==> config.mk <==
export PLATFORM = sky130hd
export DESIGN_NAME = prcg_bank
export DESIGN_NICKNAME = d
export VERILOG_FILES = /design/src/hdl/prcg_pkg.sv /design/src/hdl/prcg_bank.sv
export SDC_FILE = /design/constraint.sdc
export NUM_CORES = 1
export LEC_CHECK = 0
export ABC_AREA = 1
export BUFFER_PORTS_ARGS = -buffer_cell sky130_fd_sc_hd__buf_2
export CORE_ASPECT_RATIO = 1.1
export CORE_MARGIN = 5
export CORE_UTILIZATION = 54
export CTS_BUF_LIST = sky130_fd_sc_hd__clkbuf_4 sky130_fd_sc_hd__clkbuf_8
export CTS_CLUSTER_DIAMETER = 40
export DETAILED_ROUTE_END_ITERATION = 10
export HOLD_SLACK_MARGIN = 0.15
export PLACE_DENSITY = 0.82
export SLEW_MARGIN = 40
export SYNTH_ARGS = -nofsm -noshare
export SYNTH_HDL_FRONTEND = slang
export SYNTH_SLANG_ARGS = --single-unit
==> constraint.sdc <==
create_clock -name aclk -period 2.88 [get_ports aclk]
set_input_delay 0 -clock aclk [delete_from_list [all_inputs] [get_ports aclk]]
set_output_delay 0 -clock aclk [all_outputs]
set_load 0.05 [all_outputs]
==> src/hdl/prcg_pkg.sv <==
package prcg_pkg;
  localparam int ADDR_W = 12;
  localparam int NUM_REGS = 5;
  localparam logic [ADDR_W-1:0] OFF_BUS2_PERIPHERAL_RESET = 12'h000;
  localparam logic [ADDR_W-1:0] OFF_SYSBUS_CLOCK_ENABLE_ONE = 12'h004;
  localparam logic [ADDR_W-1:0] OFF_SYSBUS_CLOCK_ENABLE_TWO = 12'h008;
  localparam logic [ADDR_W-1:0] OFF_SYSBUS_CLOCK_ENABLE_THREE = 12'h00C;
  localparam logic [ADDR_W-1:0] OFF_BUS1_CLOCK_ENABLE = 12'h010;
  localparam logic [2:0] IDX_BUS2_RESET = 3'h0;
  localparam logic [2:0] IDX_SYS_EN_ONE = 3'h1;
  localparam logic [2:0] IDX_SYS_EN_TWO = 3'h2;
  localparam logic [2:0] IDX_SYS_EN_THREE = 3'h3;
  localparam logic [2:0] IDX_BUS1_EN = 3'h4;
  localparam logic [31:0] REG_RESET_VALUE = 32'h00000000;
  // only documented control bits are writable, everything else stays at zero
  localparam logic [31:0] WRITE_MASK [NUM_REGS] = '{
    32'h20075131, 32'h0140103F, 32'h00000080, 32'h00000001, 32'hF6FEC800};
  localparam logic [1:0] RESP_OKAY = 2'h0;
  localparam logic [1:0] RESP_SLVERR = 2'h2;
  localparam int CALIBRATOR_RESET_BIT = 29;
  localparam int TIMER_ELEVEN_RESET_BIT = 18;
  localparam int TIMER_TEN_RESET_BIT = 17;
  localparam int TIMER_NINE_RESET_BIT = 16;
  localparam int SYSCONFIG_RESET_BIT = 14;
  localparam int SERIAL_PERIPH_ONE_RESET_BIT = 12;
  localparam int ANALOG_CONVERTER_RESET_BIT = 8;
  localparam int SERIAL_PORT_SIX_RESET_BIT = 5;
  localparam int SERIAL_PORT_ONE_RESET_BIT = 4;
  localparam int ADVANCED_TIMER_RESET_BIT = 0;
  localparam int TRANSFER_ENGINE_TWO_BIT = 24;
  localparam int TRANSFER_ENGINE_ONE_BIT = 22;
  localparam int CHECKSUM_UNIT_BIT = 12;
  localparam int IO_PORT_A_BIT = 0;
  localparam int IO_PORT_F_BIT = 5;
  localparam int USB_CONTROLLER_BIT = 7;
  localparam int EXTERNAL_MEMORY_CTRL_BIT = 0;
  localparam int SERIAL_PORT_EIGHT_BIT = 31;
  localparam int SERIAL_PORT_SEVEN_BIT = 30;
  localparam int ANALOG_OUTPUT_BIT = 29;
  localparam int POWER_INTERFACE_BIT = 28;
  localparam int CAN_TWO_BIT = 26;
  localparam int CAN_ONE_BIT = 25;
  localparam int I2C_THREE_BIT = 23;
  localparam int I2C_ONE_BIT = 21;
  localparam int SERIAL_PORT_FIVE_BIT = 20;
  localparam int SERIAL_PORT_TWO_BIT = 17;
  localparam int SPI_THREE_BIT = 15;
  localparam int SPI_TWO_BIT = 14;
  localparam int WINDOW_WATCHDOG_BIT = 11;

  typedef struct packed {
    logic calibrator;
    logic timer_eleven;
    logic timer_ten;
    logic timer_nine;
    logic sysconfig;
    logic serial_periph_one;
    logic analog_converter;
    logic serial_port_six;
    logic serial_port_one;
    logic advanced_timer;
  } prcg_bus2_reset_type;

  typedef struct packed {
    logic transfer_engine_two;
    logic transfer_engine_one;
    logic checksum_unit;
    logic [5:0] io_port;
    logic usb_controller;
    logic external_memory_ctrl;
  } prcg_sysbus_gate_type;

  typedef struct packed {
    logic serial_port_eight;
    logic serial_port_seven;
    logic analog_output;
    logic power_interface;
    logic can_two;
    logic can_one;
    logic [2:0] i2c;
    logic [3:0] serial_port_five_to_two;
    logic spi_three;
    logic spi_two;
    logic window_watchdog;
  } prcg_bus1_gate_type;
endpackage : prcg_pkg

==> src/hdl/prcg_bank.sv <==
`timescale 1ns/1ns
// What this block does
// bit 29 holds calibrator in reset
// bits 16-18 reset timers nine to eleven
// bit 14 resets system configuration unit
// bit 12 resets first serial peripheral
// bit 8 resets analog converter interface
// bits 5,4 reset serial ports six, one
// bit 0 holds advanced timer in reset
// reserved bits keep reset value always
// bits 24,22 gate transfer engine clocks
// bit 12 gates checksum unit clock
// bits 0-5 gate io ports A-F
// bit 7 gates usb controller clock
// bit 0 gates external memory controller
// bit 29 gates analog output clock
// bit 28 gates power interface clock
// bit 11 gates window watchdog clock
// zero wait, word/half/byte accesses accepted
// all control bits zero after reset
// glitch-free gates, resets held level
module prcg_bank (
  input wire logic aclk,
  input wire logic aresetn,
  input wire logic [prcg_pkg::ADDR_W-1:0] s_axi_awaddr,
  input wire logic [2:0] s_axi_awprot,
  input wire logic s_axi_awvalid,
  output logic s_axi_awready,
  input wire logic [31:0] s_axi_wdata,
  input wire logic [3:0] s_axi_wstrb,
  input wire logic s_axi_wvalid,
  output logic s_axi_wready,
  output logic [1:0] s_axi_bresp,
  output logic s_axi_bvalid,
  input wire logic s_axi_bready,
  input wire logic [prcg_pkg::ADDR_W-1:0] s_axi_araddr,
  input wire logic [2:0] s_axi_arprot,
  input wire logic s_axi_arvalid,
  output logic s_axi_arready,
  output logic [31:0] s_axi_rdata,
  output logic [1:0] s_axi_rresp,
  output logic s_axi_rvalid,
  input wire logic s_axi_rready,
  output prcg_pkg::prcg_bus2_reset_type periph_reset,
  output prcg_pkg::prcg_sysbus_gate_type sysbus_clock_gate,
  output prcg_pkg::prcg_bus1_gate_type bus1_clock_gate
);
  import prcg_pkg::*;

  ////////////////////////////////////////////////////////////////////////////
  // decoding and write merge

  function automatic logic addr_hit(input logic [ADDR_W-1:0] addr);
    logic hit;
    hit = 1'b0;
    case (addr)
      OFF_BUS2_PERIPHERAL_RESET: hit = 1'b1;
      OFF_SYSBUS_CLOCK_ENABLE_ONE: hit = 1'b1;
      OFF_SYSBUS_CLOCK_ENABLE_TWO: hit = 1'b1;
      OFF_SYSBUS_CLOCK_ENABLE_THREE: hit = 1'b1;
      OFF_BUS1_CLOCK_ENABLE: hit = 1'b1;
      default: hit = 1'b0;
    endcase
    return hit;
  endfunction : addr_hit

  function automatic logic [2:0] addr_index(input logic [ADDR_W-1:0] addr);
    logic [2:0] idx;
    idx = IDX_BUS2_RESET;
    case (addr)
      OFF_SYSBUS_CLOCK_ENABLE_ONE: idx = IDX_SYS_EN_ONE;
      OFF_SYSBUS_CLOCK_ENABLE_TWO: idx = IDX_SYS_EN_TWO;
      OFF_SYSBUS_CLOCK_ENABLE_THREE: idx = IDX_SYS_EN_THREE;
      OFF_BUS1_CLOCK_ENABLE: idx = IDX_BUS1_EN;
      default: idx = IDX_BUS2_RESET;
    endcase
    return idx;
  endfunction : addr_index

  // byte strobes select lanes, so byte and half-word stores touch only their lanes
  function automatic logic [31:0] merge(
    input logic [31:0] old_value,
    input logic [31:0] data,
    input logic [3:0] strb,
    input logic [31:0] mask
  );
    logic [31:0] lanes;
    lanes = {{8{strb[3]}}, {8{strb[2]}}, {8{strb[1]}}, {8{strb[0]}}};
    return ((old_value & ~lanes) | (data & lanes)) & mask;
  endfunction : merge

  ////////////////////////////////////////////////////////////////////////////
  // write channel

  logic aw_held;
  logic w_held;
  logic [ADDR_W-1:0] aw_addr_q;
  logic [31:0] w_data_q;
  logic [3:0] w_strb_q;
  logic [31:0] ctrl_regs [NUM_REGS];

  wire aw_take = s_axi_awvalid & s_axi_awready;
  wire w_take = s_axi_wvalid & s_axi_wready;
  wire have_aw = aw_held | aw_take;
  wire have_w = w_held | w_take;
  wire do_write = have_aw & have_w & ~s_axi_bvalid;
  wire [ADDR_W-1:0] wr_addr = aw_held ? aw_addr_q : s_axi_awaddr;
  wire [31:0] wr_data = w_held ? w_data_q : s_axi_wdata;
  wire [3:0] wr_strb = w_held ? w_strb_q : s_axi_wstrb;
  wire wr_hit = addr_hit(wr_addr);
  wire [2:0] wr_idx = addr_index(wr_addr);

  // no wait states: each channel is ready unless its item is parked or a write response is pending
  assign s_axi_awready = ~aw_held & ~s_axi_bvalid;
  assign s_axi_wready = ~w_held & ~s_axi_bvalid;

  always_ff @(posedge aclk) begin
    if (!aresetn) begin
      aw_held <= 1'b0;
      aw_addr_q <= '0;
    end else if (do_write) begin
      aw_held <= 1'b0;
    end else if (aw_take) begin
      aw_held <= 1'b1;
      aw_addr_q <= s_axi_awaddr;
    end
  end

  always_ff @(posedge aclk) begin
    if (!aresetn) begin
      w_held <= 1'b0;
      w_data_q <= '0;
      w_strb_q <= '0;
    end else if (do_write) begin
      w_held <= 1'b0;
    end else if (w_take) begin
      w_held <= 1'b1;
      w_data_q <= s_axi_wdata;
      w_strb_q <= s_axi_wstrb;
    end
  end

  always_ff @(posedge aclk) begin
    if (!aresetn) begin
      s_axi_bvalid <= 1'b0;
      s_axi_bresp <= RESP_OKAY;
    end else if (do_write) begin
      s_axi_bvalid <= 1'b1;
      s_axi_bresp <= wr_hit ? RESP_OKAY : RESP_SLVERR;
    end else if (s_axi_bready) begin
      s_axi_bvalid <= 1'b0;
    end
  end

  ////////////////////////////////////////////////////////////////////////////
  // control registers

  // the mask keeps reserved and uncovered bits at zero whatever is written
  always_ff @(posedge aclk) begin
    if (!aresetn) begin
      for (int i = 0; i < NUM_REGS; i++) begin
        ctrl_regs[i] <= REG_RESET_VALUE;
      end
    end else if (do_write && wr_hit) begin
      for (int i = 0; i < NUM_REGS; i++) begin
        if (wr_idx == 3'(i)) begin
          ctrl_regs[i] <= merge(ctrl_regs[i], wr_data, wr_strb, WRITE_MASK[i]);
        end
      end
    end
  end

  ////////////////////////////////////////////////////////////////////////////
  // read channel

  wire ar_take = s_axi_arvalid & s_axi_arready;
  wire rd_hit = addr_hit(s_axi_araddr);
  wire [2:0] rd_idx = addr_index(s_axi_araddr);
  wire [31:0] rd_value = rd_hit ? ctrl_regs[rd_idx] : 32'h00000000;

  assign s_axi_arready = ~s_axi_rvalid;

  always_ff @(posedge aclk) begin
    if (!aresetn) begin
      s_axi_rvalid <= 1'b0;
      s_axi_rdata <= 32'h00000000;
      s_axi_rresp <= RESP_OKAY;
    end else if (ar_take) begin
      s_axi_rvalid <= 1'b1;
      s_axi_rdata <= rd_value;
      s_axi_rresp <= rd_hit ? RESP_OKAY : RESP_SLVERR;
    end else if (s_axi_rready) begin
      s_axi_rvalid <= 1'b0;
    end
  end

  ////////////////////////////////////////////////////////////////////////////
  // peripheral reset lines

  // straight from flip-flops, so each reset stays level while its bit is set
  wire [31:0] bus2_rst = ctrl_regs[IDX_BUS2_RESET];
  assign periph_reset.calibrator = bus2_rst[CALIBRATOR_RESET_BIT];
  assign periph_reset.timer_eleven = bus2_rst[TIMER_ELEVEN_RESET_BIT];
  assign periph_reset.timer_ten = bus2_rst[TIMER_TEN_RESET_BIT];
  assign periph_reset.timer_nine = bus2_rst[TIMER_NINE_RESET_BIT];
  assign periph_reset.sysconfig = bus2_rst[SYSCONFIG_RESET_BIT];
  assign periph_reset.serial_periph_one = bus2_rst[SERIAL_PERIPH_ONE_RESET_BIT];
  assign periph_reset.analog_converter = bus2_rst[ANALOG_CONVERTER_RESET_BIT];
  assign periph_reset.serial_port_six = bus2_rst[SERIAL_PORT_SIX_RESET_BIT];
  assign periph_reset.serial_port_one = bus2_rst[SERIAL_PORT_ONE_RESET_BIT];
  assign periph_reset.advanced_timer = bus2_rst[ADVANCED_TIMER_RESET_BIT];

  ////////////////////////////////////////////////////////////////////////////
  // clock gate enables
  // enables change only just after a rising edge, while a latch-type gate cell
  // is opaque; such a cell therefore never cuts a pulse short

  wire [31:0] sys_en1 = ctrl_regs[IDX_SYS_EN_ONE];
  wire [31:0] sys_en2 = ctrl_regs[IDX_SYS_EN_TWO];
  wire [31:0] sys_en3 = ctrl_regs[IDX_SYS_EN_THREE];
  wire [31:0] bus1_en = ctrl_regs[IDX_BUS1_EN];

  assign sysbus_clock_gate.transfer_engine_two = sys_en1[TRANSFER_ENGINE_TWO_BIT];
  assign sysbus_clock_gate.transfer_engine_one = sys_en1[TRANSFER_ENGINE_ONE_BIT];
  assign sysbus_clock_gate.checksum_unit = sys_en1[CHECKSUM_UNIT_BIT];
  assign sysbus_clock_gate.io_port = sys_en1[IO_PORT_F_BIT:IO_PORT_A_BIT];
  assign sysbus_clock_gate.usb_controller = sys_en2[USB_CONTROLLER_BIT];
  assign sysbus_clock_gate.external_memory_ctrl = sys_en3[EXTERNAL_MEMORY_CTRL_BIT];

  assign bus1_clock_gate.serial_port_eight = bus1_en[SERIAL_PORT_EIGHT_BIT];
  assign bus1_clock_gate.serial_port_seven = bus1_en[SERIAL_PORT_SEVEN_BIT];
  assign bus1_clock_gate.analog_output = bus1_en[ANALOG_OUTPUT_BIT];
  assign bus1_clock_gate.power_interface = bus1_en[POWER_INTERFACE_BIT];
  assign bus1_clock_gate.can_two = bus1_en[CAN_TWO_BIT];
  assign bus1_clock_gate.can_one = bus1_en[CAN_ONE_BIT];
  assign bus1_clock_gate.i2c = bus1_en[I2C_THREE_BIT:I2C_ONE_BIT];
  assign bus1_clock_gate.serial_port_five_to_two = bus1_en[SERIAL_PORT_FIVE_BIT:SERIAL_PORT_TWO_BIT];
  assign bus1_clock_gate.spi_three = bus1_en[SPI_THREE_BIT];
  assign bus1_clock_gate.spi_two = bus1_en[SPI_TWO_BIT];
  assign bus1_clock_gate.window_watchdog = bus1_en[WINDOW_WATCHDOG_BIT];

  // protection bits carry no meaning for this bank
  wire unused_prot = ^{s_axi_awprot, s_axi_arprot};
endmodule : prcg_bank

## Word level (Yosys, flattened, before mapping)

Memory sizes are Yosys's and may differ from the RTL's.
Cells that the tools add are included.

| word-level totals | value |
|---|---|
| register bits after elaboration | 88 |
| bits in writable memories | 135 |
| input port bits | 73 |
| output and inout port bits | 78 |
| word-level logic and storage cells | 106 |
| memories | 1 |

| operators by class | value |
|---|---|
| equality and inequality tests | 12 |
| multiplexer cells | 40 |
| bitwise operators | 32 |
| reduce and logical (&&, ||, !) cells | 11 |

Memories:

| name | depth | bits a word | rd ports | clocked after Yosys merged registers in | write ports | line | RTL |
|---|---|---|---|---|---|---|---|
| ctrl_regs | 5 | 27 | 6 | 0 | 5 | prcg_bank.sv:100 | `logic [31:0] ctrl_regs [NUM_REGS];` |

Operators by type and width:

| operator | number |
|---|---|
| $mux W27 | 5 |
| $and A32 B32 Y32 | 2 |
| $mux W32 | 2 |
| $eq A12 B4 Y1 const B | 4 |
| $not A32 Y32 | 1 |
| $or A32 B32 Y32 | 1 |
| $and A30 B30 Y30 | 1 |
| $or A30 B30 Y30 | 1 |
| $mux W1 | 27 |
| $and A25 B25 Y25 | 1 |
| $or A25 B25 Y25 | 1 |
| $eq A12 B3 Y1 const B | 2 |
| $eq A12 B5 Y1 const B | 2 |
| $logic_not A12 Y1 | 2 |
| $pmux W3 S4 | 2 |
| $mux W12 | 1 |
| $reduce_or A5 Y1 | 2 |
| $and A1 B1 Y1 | 8 |
| $and A8 B8 Y8 | 1 |
| $or A1 B1 Y1 | 8 |
| $or A8 B8 Y8 | 1 |
| $eq A3 B2 Y1 const B | 2 |
| $not A1 Y1 | 6 |
| $mux W2 | 2 |
| other kinds (8) | 10 |

## Logic depth before layout (Yosys ltp)

Gate-level depths: netlist (run 1).

| depth | value |
|---|---|
| depth in word-level cells | 11 |
| gate-level depth with buffers | 15 |
| gate-level depth less buffers | 13 |

## Worst setup path before layout (run 1)

No wires, ideal clock.

| path | value |
|---|---|
| kind | register to register |
| start point | register s_axi_bvalid |
| end point | memory ctrl_regs[1][0] (netlist name), enable pin |
| setup time | 0.387 ns |
| arrival time | 2.620 ns |
| required time | 2.493 ns |
| slack | -0.128 ns |
| cell stages (with the launch flop) | 8 |
| buffers on the path | 0 |
| period minus slack after synthesis | 3.008 ns |
| cells stage by stage | dfxtp_1 nor2_1 nand2_1 nand2_1 nand2_2 a21oi_4 inv_1 o21ai_0 |

RTL lines:

| item | line | RTL |
|---|---|---|
| from (decl) | prcg_bank.sv:34 | `output logic s_axi_bvalid,` |
| from (signal assigned) | prcg_bank.sv:145 | `s_axi_bvalid <= 1'b0;` |
| from (signal assigned) | prcg_bank.sv:148 | `s_axi_bvalid <= 1'b1;` |
| from (signal assigned) | prcg_bank.sv:151 | `s_axi_bvalid <= 1'b0;` |
| to (decl) | prcg_bank.sv:100 |  |

## Final worst setup path (run 1)

| path | value |
|---|---|
| start point | input port s_axi_araddr[0] (netlist name) |
| end point | register s_axi_rdata[2] |

| between the ends | value |
|---|---|
| word-level cells in the longest chain between the ends | 4 |
| elaborated cells between the ends (all ways) | 10 |
| those cells by class | 4 x eq/ne; 3 x mux; 2 x reduce/logical; 1 x memory |

RTL lines:

| item | line | RTL |
|---|---|---|
| from (decl) | prcg_bank.sv:36 | `input wire logic [prcg_pkg::ADDR_W-1:0] s_axi_araddr,` |
| $eq A12 B5 Y1, or another cell as far along | prcg_bank.sv:56, prcg_bank.sv:70 |  |
| $pmux W3 S4 / $reduce_or A5 Y1 (equally long branches) | - |  |
| $mem_v2 Z5 W27 / $mux W1 (equally long branches) | - |  |
| $mux W32 (*) | prcg_bank.sv:179 | `wire [31:0] rd_value = rd_hit ? ctrl_regs[rd_idx] : 32'h00000000;` |
| to (signal assigned) | prcg_bank.sv:190 | `s_axi_rdata <= rd_value;` |
| to (decl) | prcg_bank.sv:40 | `output logic [31:0] s_axi_rdata,` |

Mark *: on every way between the ends. The rest lies on a longest branch, timed or not.
A chain may end at the register's enable or synchronous reset.

==> metrics, run 1 <==
total CTS buffers 17; TritonCTS clock tree built; placer congestion estimate 0.8744; Detail Placement HPWL 9570 um; endpoints failing hold 0; Initial Utilization 54.98%; Slew headroom 61.75%; count of final setup violators 0; total grt overflow 0; Area Growth Syn to Fin 33.11%; Post-Syn Area 0.005385 mm2; most used cell, CP dlygate4sd3_1; switching pwr 1.475 mW; setup_tns 0 ns; initial drt markers 518; Die Y 114.7 um; die width 105.2 um; final setup margin 0.1713 ns; vias per inst 5.161; commonest non-fill, non-tap cell in the layout nand2_1; Crit. End Element flip-flop; Gate power share 21.9%; Post-Layout Inst Area 0.007168 mm2; Hold Path Class input pin to flip-flop; Ports 151; crit start category input pin; DRT Pass-1 Iters 5; Reg power frac 42.4%; Reg2Reg Setup Slack 0.45 ns; Cell variety after synth 32; cell at the root of the clock tree clkbuf_8; status completed; Setup crit end s_axi_rdata[2]; maximum vdd drop 0.3787 mV; Post-Place Worst Slack 0.5000 ns; Tot Pwr 4.427 mW; Max-cap violations 0; via count 5,466; Seq/Total Area, Yosys 48.88%; Pwr Density 617.6 mW/mm2; CTS Buffer Depth 2; maximum fanout along the worst path 4; clk_lat worst skew 0.44 ns; most frequent cells in the layout nand2_1 (195), buf_2 (132), nor2_1 (128), dfxtp_1 (76), dlygate4sd3_1 (65); first-pass GRT wire length 24,060 um; Max Clock Skew 0.008721 ns; Leak 3.611 nW; flops & latches, synth 113; remaining routing DRC violations 0; slowest stage delay, CP 0.59 ns; Int Pwr 2.952 mW; fin. max-slew vios 0; H-tree depth 4; Die ar. 0.01207 mm2; Max Fclk 0.3692 GHz; CTS Sinks 113; CTS clk-pin slew, worst paths 0.08 ns; Sw Ratio 33.31%; Tcrit/Tclk final 94.05%; port bufs 132; R2R depth 13; worst slew pin tran 0.5730 ns; mean routed wirelength per cell 14.05 um; hold wc startpoint s_axi_araddr[7]; nets 999; Reg-to-Reg Start aw_held; Placed Cells 960; ant diodes 0; All-Layer GR Usage 24.53%; CP cell instances dlygate4sd3_1, buf_2, nor2_4, buf_4, dlygate4sd3_1, nand4_1, dlygate4sd3_1, inv_1, nand3_1, a21oi_1, dlygate4sd3_1; Critical Path AT 3.09 ns; core box area 0.009794 mm2; share of cells above drive strength 1 23.43%; worst-path cell with the longest stage delay dlygate4sd3_1; CP startpoint s_axi_araddr[0]; vias in the first global route 5,058; clock power share 35.7%; Post-DP Area 0.006080 mm2; Row Count 38; RSZ-0062 raised after global routing false; Cells after Synth 732; antenna-violating nets left 0; WL final 14,880 um; initial antenna violation count 0; CP Data Required Time 3.26 ns; kind of critical path input pin to flip-flop; Non-Filler Instances 1,059; final core utilization 73.19%; hold_ws 0.1625 ns; Ys Warns 0; syn_area_per_cell 7.357 um2; Reg-to-Reg End ctrl_regs[0][24]; largest net degree at the start of global routing 55; Tmin final 2.709 ns
## cells in the mapped netlist, drive strengths merged
cell	instances	area, um2
clkinv	2	7.510
nand3	38	212.7
nand4	5	43.79
nor3	3	15.01
nand2	213	844.6
a22oi	6	45.04
a31oi	18	112.6
nor4	1	6.260
edfxtp	37	1111
a21oi	28	151.4
o21ai	58	290.3
buf	14	118.9
inv	71	271.5
o21a	1	7.510
clkbuf	26	97.59
dfxtp	76	1521
a211o	1	8.760
o2111ai	1	15.01
nor2	132	500.5
conb	1	3.750
## routing by layer
layer | track usage (%) | wire length [um]
met5 | 0 | 0
met4 | 7.161 | 302
met3 | 7.468 | 1377
met2 | 41.76 | 7219
met1 | 30.14 | 5984
## critical path, delay by kind of cell
family          cells  cell delay, ns
buf+inv             7            2.63
simple gates        3            0.32
compound gates      1            0.14
## power by group through the flow
stage          logic (mW)  clock network [mW]  registers (mW)
6_report            0.970                1.58            1.88
5_1_grt              1.08                1.67            1.89
4_1_cts             0.952                1.59            1.87
3_5_place_dp        0.873                   0            1.90
3_3_place_gp        0.859                   0            1.90
2_1_floorplan       0.583                   0            1.98
## kinds of logic after synthesis
| family | count (synthesis) | share of synthesized area (%) |
|---|---|---|
| buf+inv | 113 | 9.201 |
| compound gates | 113 | 11.71 |
| flops | 113 | 48.88 |
| other cells | 1 | 0.06964 |
| simple gates | 392 | 30.13 |
## worst min path at each step
stage,endpoint,slack [ns],cells after the start
2_1_floorplan,aw_addr_q[7],0.13,2
3_3_place_gp,aw_addr_q[1],0.24,3
3_5_place_dp,aw_addr_q[0],0.24,3
4_1_cts,s_axi_rdata[12],0.15,6
5_1_grt,s_axi_rdata[12],0.18,6
6_report,s_axi_rdata[12],0.16,6
## what timing repair did
action / 4_1_cts / 5_1_grt
hold buffers: 66 / 0
gates resized for setup: 0 / 2
endpoints found under the setup margin: 0 / 2
endpoints found under the hold margin: 113 / 0
buffers inserted: 0 / 2
## area by class of cell
| class | count | area [um2] |
|---|---|---|
| multi-input cells | 512 | 2290 |
| fillers | 748 | 2626 |
| well taps | 120 | 150.1 |
| flip-flops and latches | 113 | 2633 |
| clock inverters | 15 | 181.4 |
| clock buffers | 17 | 234.0 |
| repair buffers | 209 | 1401 |
| inverters | 73 | 279.0 |
## sequential cells by signal, indices dropped and copies added (netlist names)
signal / count
aw_held: 1
s_axi_rresp: 1
aw_addr_q: 12
w_strb_q: 4
s_axi_bvalid: 1
w_data_q: 27
s_axi_bresp: 1
w_held: 1
s_axi_rdata: 27
s_axi_rvalid: 1
ctrl_regs: 37
No activity file was read; power rests on OpenSTA's default activity.
==> inputs of run 2 (changes only) <==
- ABC_AREA: 1 -> not set
- PLACE_DENSITY: 0.82 -> 0.83
==> metrics, run 2 <==
die width 104.0 um; initial antenna violation count 0; placer congestion estimate 0.8158; Max-cap violations 0; Detail Placement HPWL 9655 um; max reg flops 37; slowest stage delay, CP 0.61 ns; Post-Syn Area 0.005248 mm2; Yosys top cell area share 28.99%; All-Layer GR Usage 26.09%; commonest non-fill, non-tap cell in the layout buf_2; vias per inst 5.726; TritonCTS clock tree built; Post-DP Area 0.005995 mm2; Row Count 37; Post-Layout Inst Area 0.007261 mm2; Die ar. 0.01179 mm2; remaining routing DRC violations 0; port bufs 132; first-pass GRT wire length 25,160 um; flops & latches, synth 113; maximum vdd drop 0.3066 mV; DRT Pass-1 Iters 6; clk_lat worst skew 0.43 ns; Leak 2.964 nW; Area contributors post-synth dfxtp_1 (29%), edfxtp_1 (21%), mux2i_1 (8.0%), nand2_1 (5.2%), a21boi_0 (4.4%); kind of critical path flip-flop to flip-flop; Max Fclk 0.3661 GHz; mean routed wirelength per cell 17.26 um; Area Growth Syn to Fin 38.36%; Max Clock Skew 0.01175 ns; vias in the first global route 5,015; Largest Register ctrl_regs; Crit path max-delay family buffers and inverters; biggest regs ctrl_regs x37, s_axi_rdata x27, w_data_q x27; RSZ-0062 raised after global routing false; ant diodes 0; CTS Sinks 113; worst-path cell with the longest stage delay dlygate4sd3_1; antenna-violating nets left 0; initial drt markers 492; setup_tns 0 ns; Ports 151; status completed; syn_area_per_cell 9.593 um2; EDFF count, synth 37; most frequent cells in the layout buf_2 (132), dlygate4sd3_1 (86), dfxtp_1 (75), nand2_1 (73), mux2i_1 (42); CTS Buffer Depth 2; Initial Utilization 55.56%; cell at the root of the clock tree clkbuf_8; area leader, netlist dfxtp_1; Tcrit/Tclk final 94.83%; Pwr Density 535.2 mW/mm2; Critical Path AT 3.08 ns; H-tree depth 4; WL final 15,410 um; total CTS buffers 17; Cell variety after synth 46; Async SR Flop Fraction 0%; Cells after Synth 547; Bufs and invs on worst path 2; fin. max-slew vios 0; CP cell instances nand2b_2, a2111oi_0, dlygate4sd3_1, nand3_1, dlygate4sd3_1, o21ai_0; Die Y 113.4 um; CTS clk-pin slew, worst paths 0.07 ns; via count 5,113; crit start category flip-flop; Ys Warns 0; most frequent cells after synthesis dfxtp_1 (76), nand2_1 (73), mux2i_1 (42); Most used DFF post-synth dfxtp_1; CP Data Required Time 3.23 ns; maximum fanout along the worst path 12; nets 836; count of final setup violators 0; Hold Path Class input pin to flip-flop; Crit. End Element flip-flop; largest net degree at the start of global routing 40; Slew headroom 47.36%; share of cells above drive strength 1 25.00%; core box area 0.009444 mm2; most common cell in the synthesized netlist dfxtp_1; Seq/Total Area, Yosys 50.17%; total grt overflow 0; endpoints failing hold 0; Tmin final 2.731 ns; worst slew pin tran 0.7873 ns; most used cell, CP dlygate4sd3_1
[run 2: cell count changes in the layout (fill, tap and decap cells not counted), moves of 21 or more]
cell,delta
nand3_1,-30
o21ai_0,-53
nand2_1,-122
dlygate4sd3_1,+21
nor3_1,+34
mux2i_1,+42
a21boi_0,+31
inv_1,-47
nor2_1,-93
nor2b_1,+34
[run 2: worst reg2reg max path: cells and delay by family, from the launching register on]
| family | cells | cell delay, ns |
|---|---|---|
| buffers and inverters | 2 | 1.19 |
| and+or+nand+nor | 2 | 0.45 |
| AOI/OAI and AO/OA | 2 | 0.65 |
| DFF | 1 | 0.35 |
[run 2: cells by family (layout without fill, tap and decap cells)]
logic type	Yosys count	in the layout	share of synthesized area, %
buf+inv	54	277	4.864
compound gates	125	125	16.45
other cells	1	7	0.07146
simple gates	210	210	20.00
mux	44	44	8.441
flops	113	113	50.17
[run 2: per-layer routing]
metal	track usage [%]	vias to the layer above	routed length, um
met5	0	-	0
met4	10.36	0	431
met3	8.149	40	1433
met2	42.77	280	7339
met1	32.22	2410	6205
li1	-	2383	-
[run 2: layout make-up]
type | instances | area, um2
well taps | 117 | 146.4
clock buffers | 21 | 276.5
flip-flops and latches | 113 | 2634
multi-input cells | 386 | 2401
fillers | 603 | 2183
inverters | 9 | 33.78
repair buffers | 236 | 1657
clock inverters | 11 | 112.6
[run 2: worst paths after layout]
path | start | to | slack [ns] | cells after the start
setup / recovery | s_axi_rvalid | s_axi_rdata[0] | 0.15 | 6
hold / removal | s_axi_araddr[11] | s_axi_rdata[2] | 0.18 | 5
setup reg to reg | s_axi_rvalid | s_axi_rdata[0] | 0.15 | 6
hold reg to reg | w_data_q[12] | w_data_q[12] | 0.47 | 2
[run 2: what timing repair did]
action / CTS / global route
setup buffers: 0 / 1
hold buffers: 86 / 0
endpoints found under the setup margin: 0 / 4
endpoints found under the hold margin: 86 / 0
gates resized for setup: 0 / 2
[run 2: where the power goes]
part	internal, mW	leakage, nW	switching [mW]
clock network	0.821	0.190	0.639
registers	1.70	0.999	0.0489
logic	0.259	1.78	0.417
[run 2: per-stage QoR]
stage | total power, mW | std cells | util, % | hold slack, ns | worst slack, ns
floorplan | 2.186 | 553 | - | 0.1378 | 0.1244
global placement | 2.332 | 774 | 63.47 | 0.2594 | 0.6697
detailed placement | 2.351 | 774 | 63.47 | 0.2683 | 0.5422
CTS | 3.871 | 892 | 76.71 | 0.1683 | 0.1074
global route | 4.032 | 893 | 76.88 | 0.1917 | 0.05401
finish | 3.886 | 893 | 76.88 | 0.1810 | 0.1488
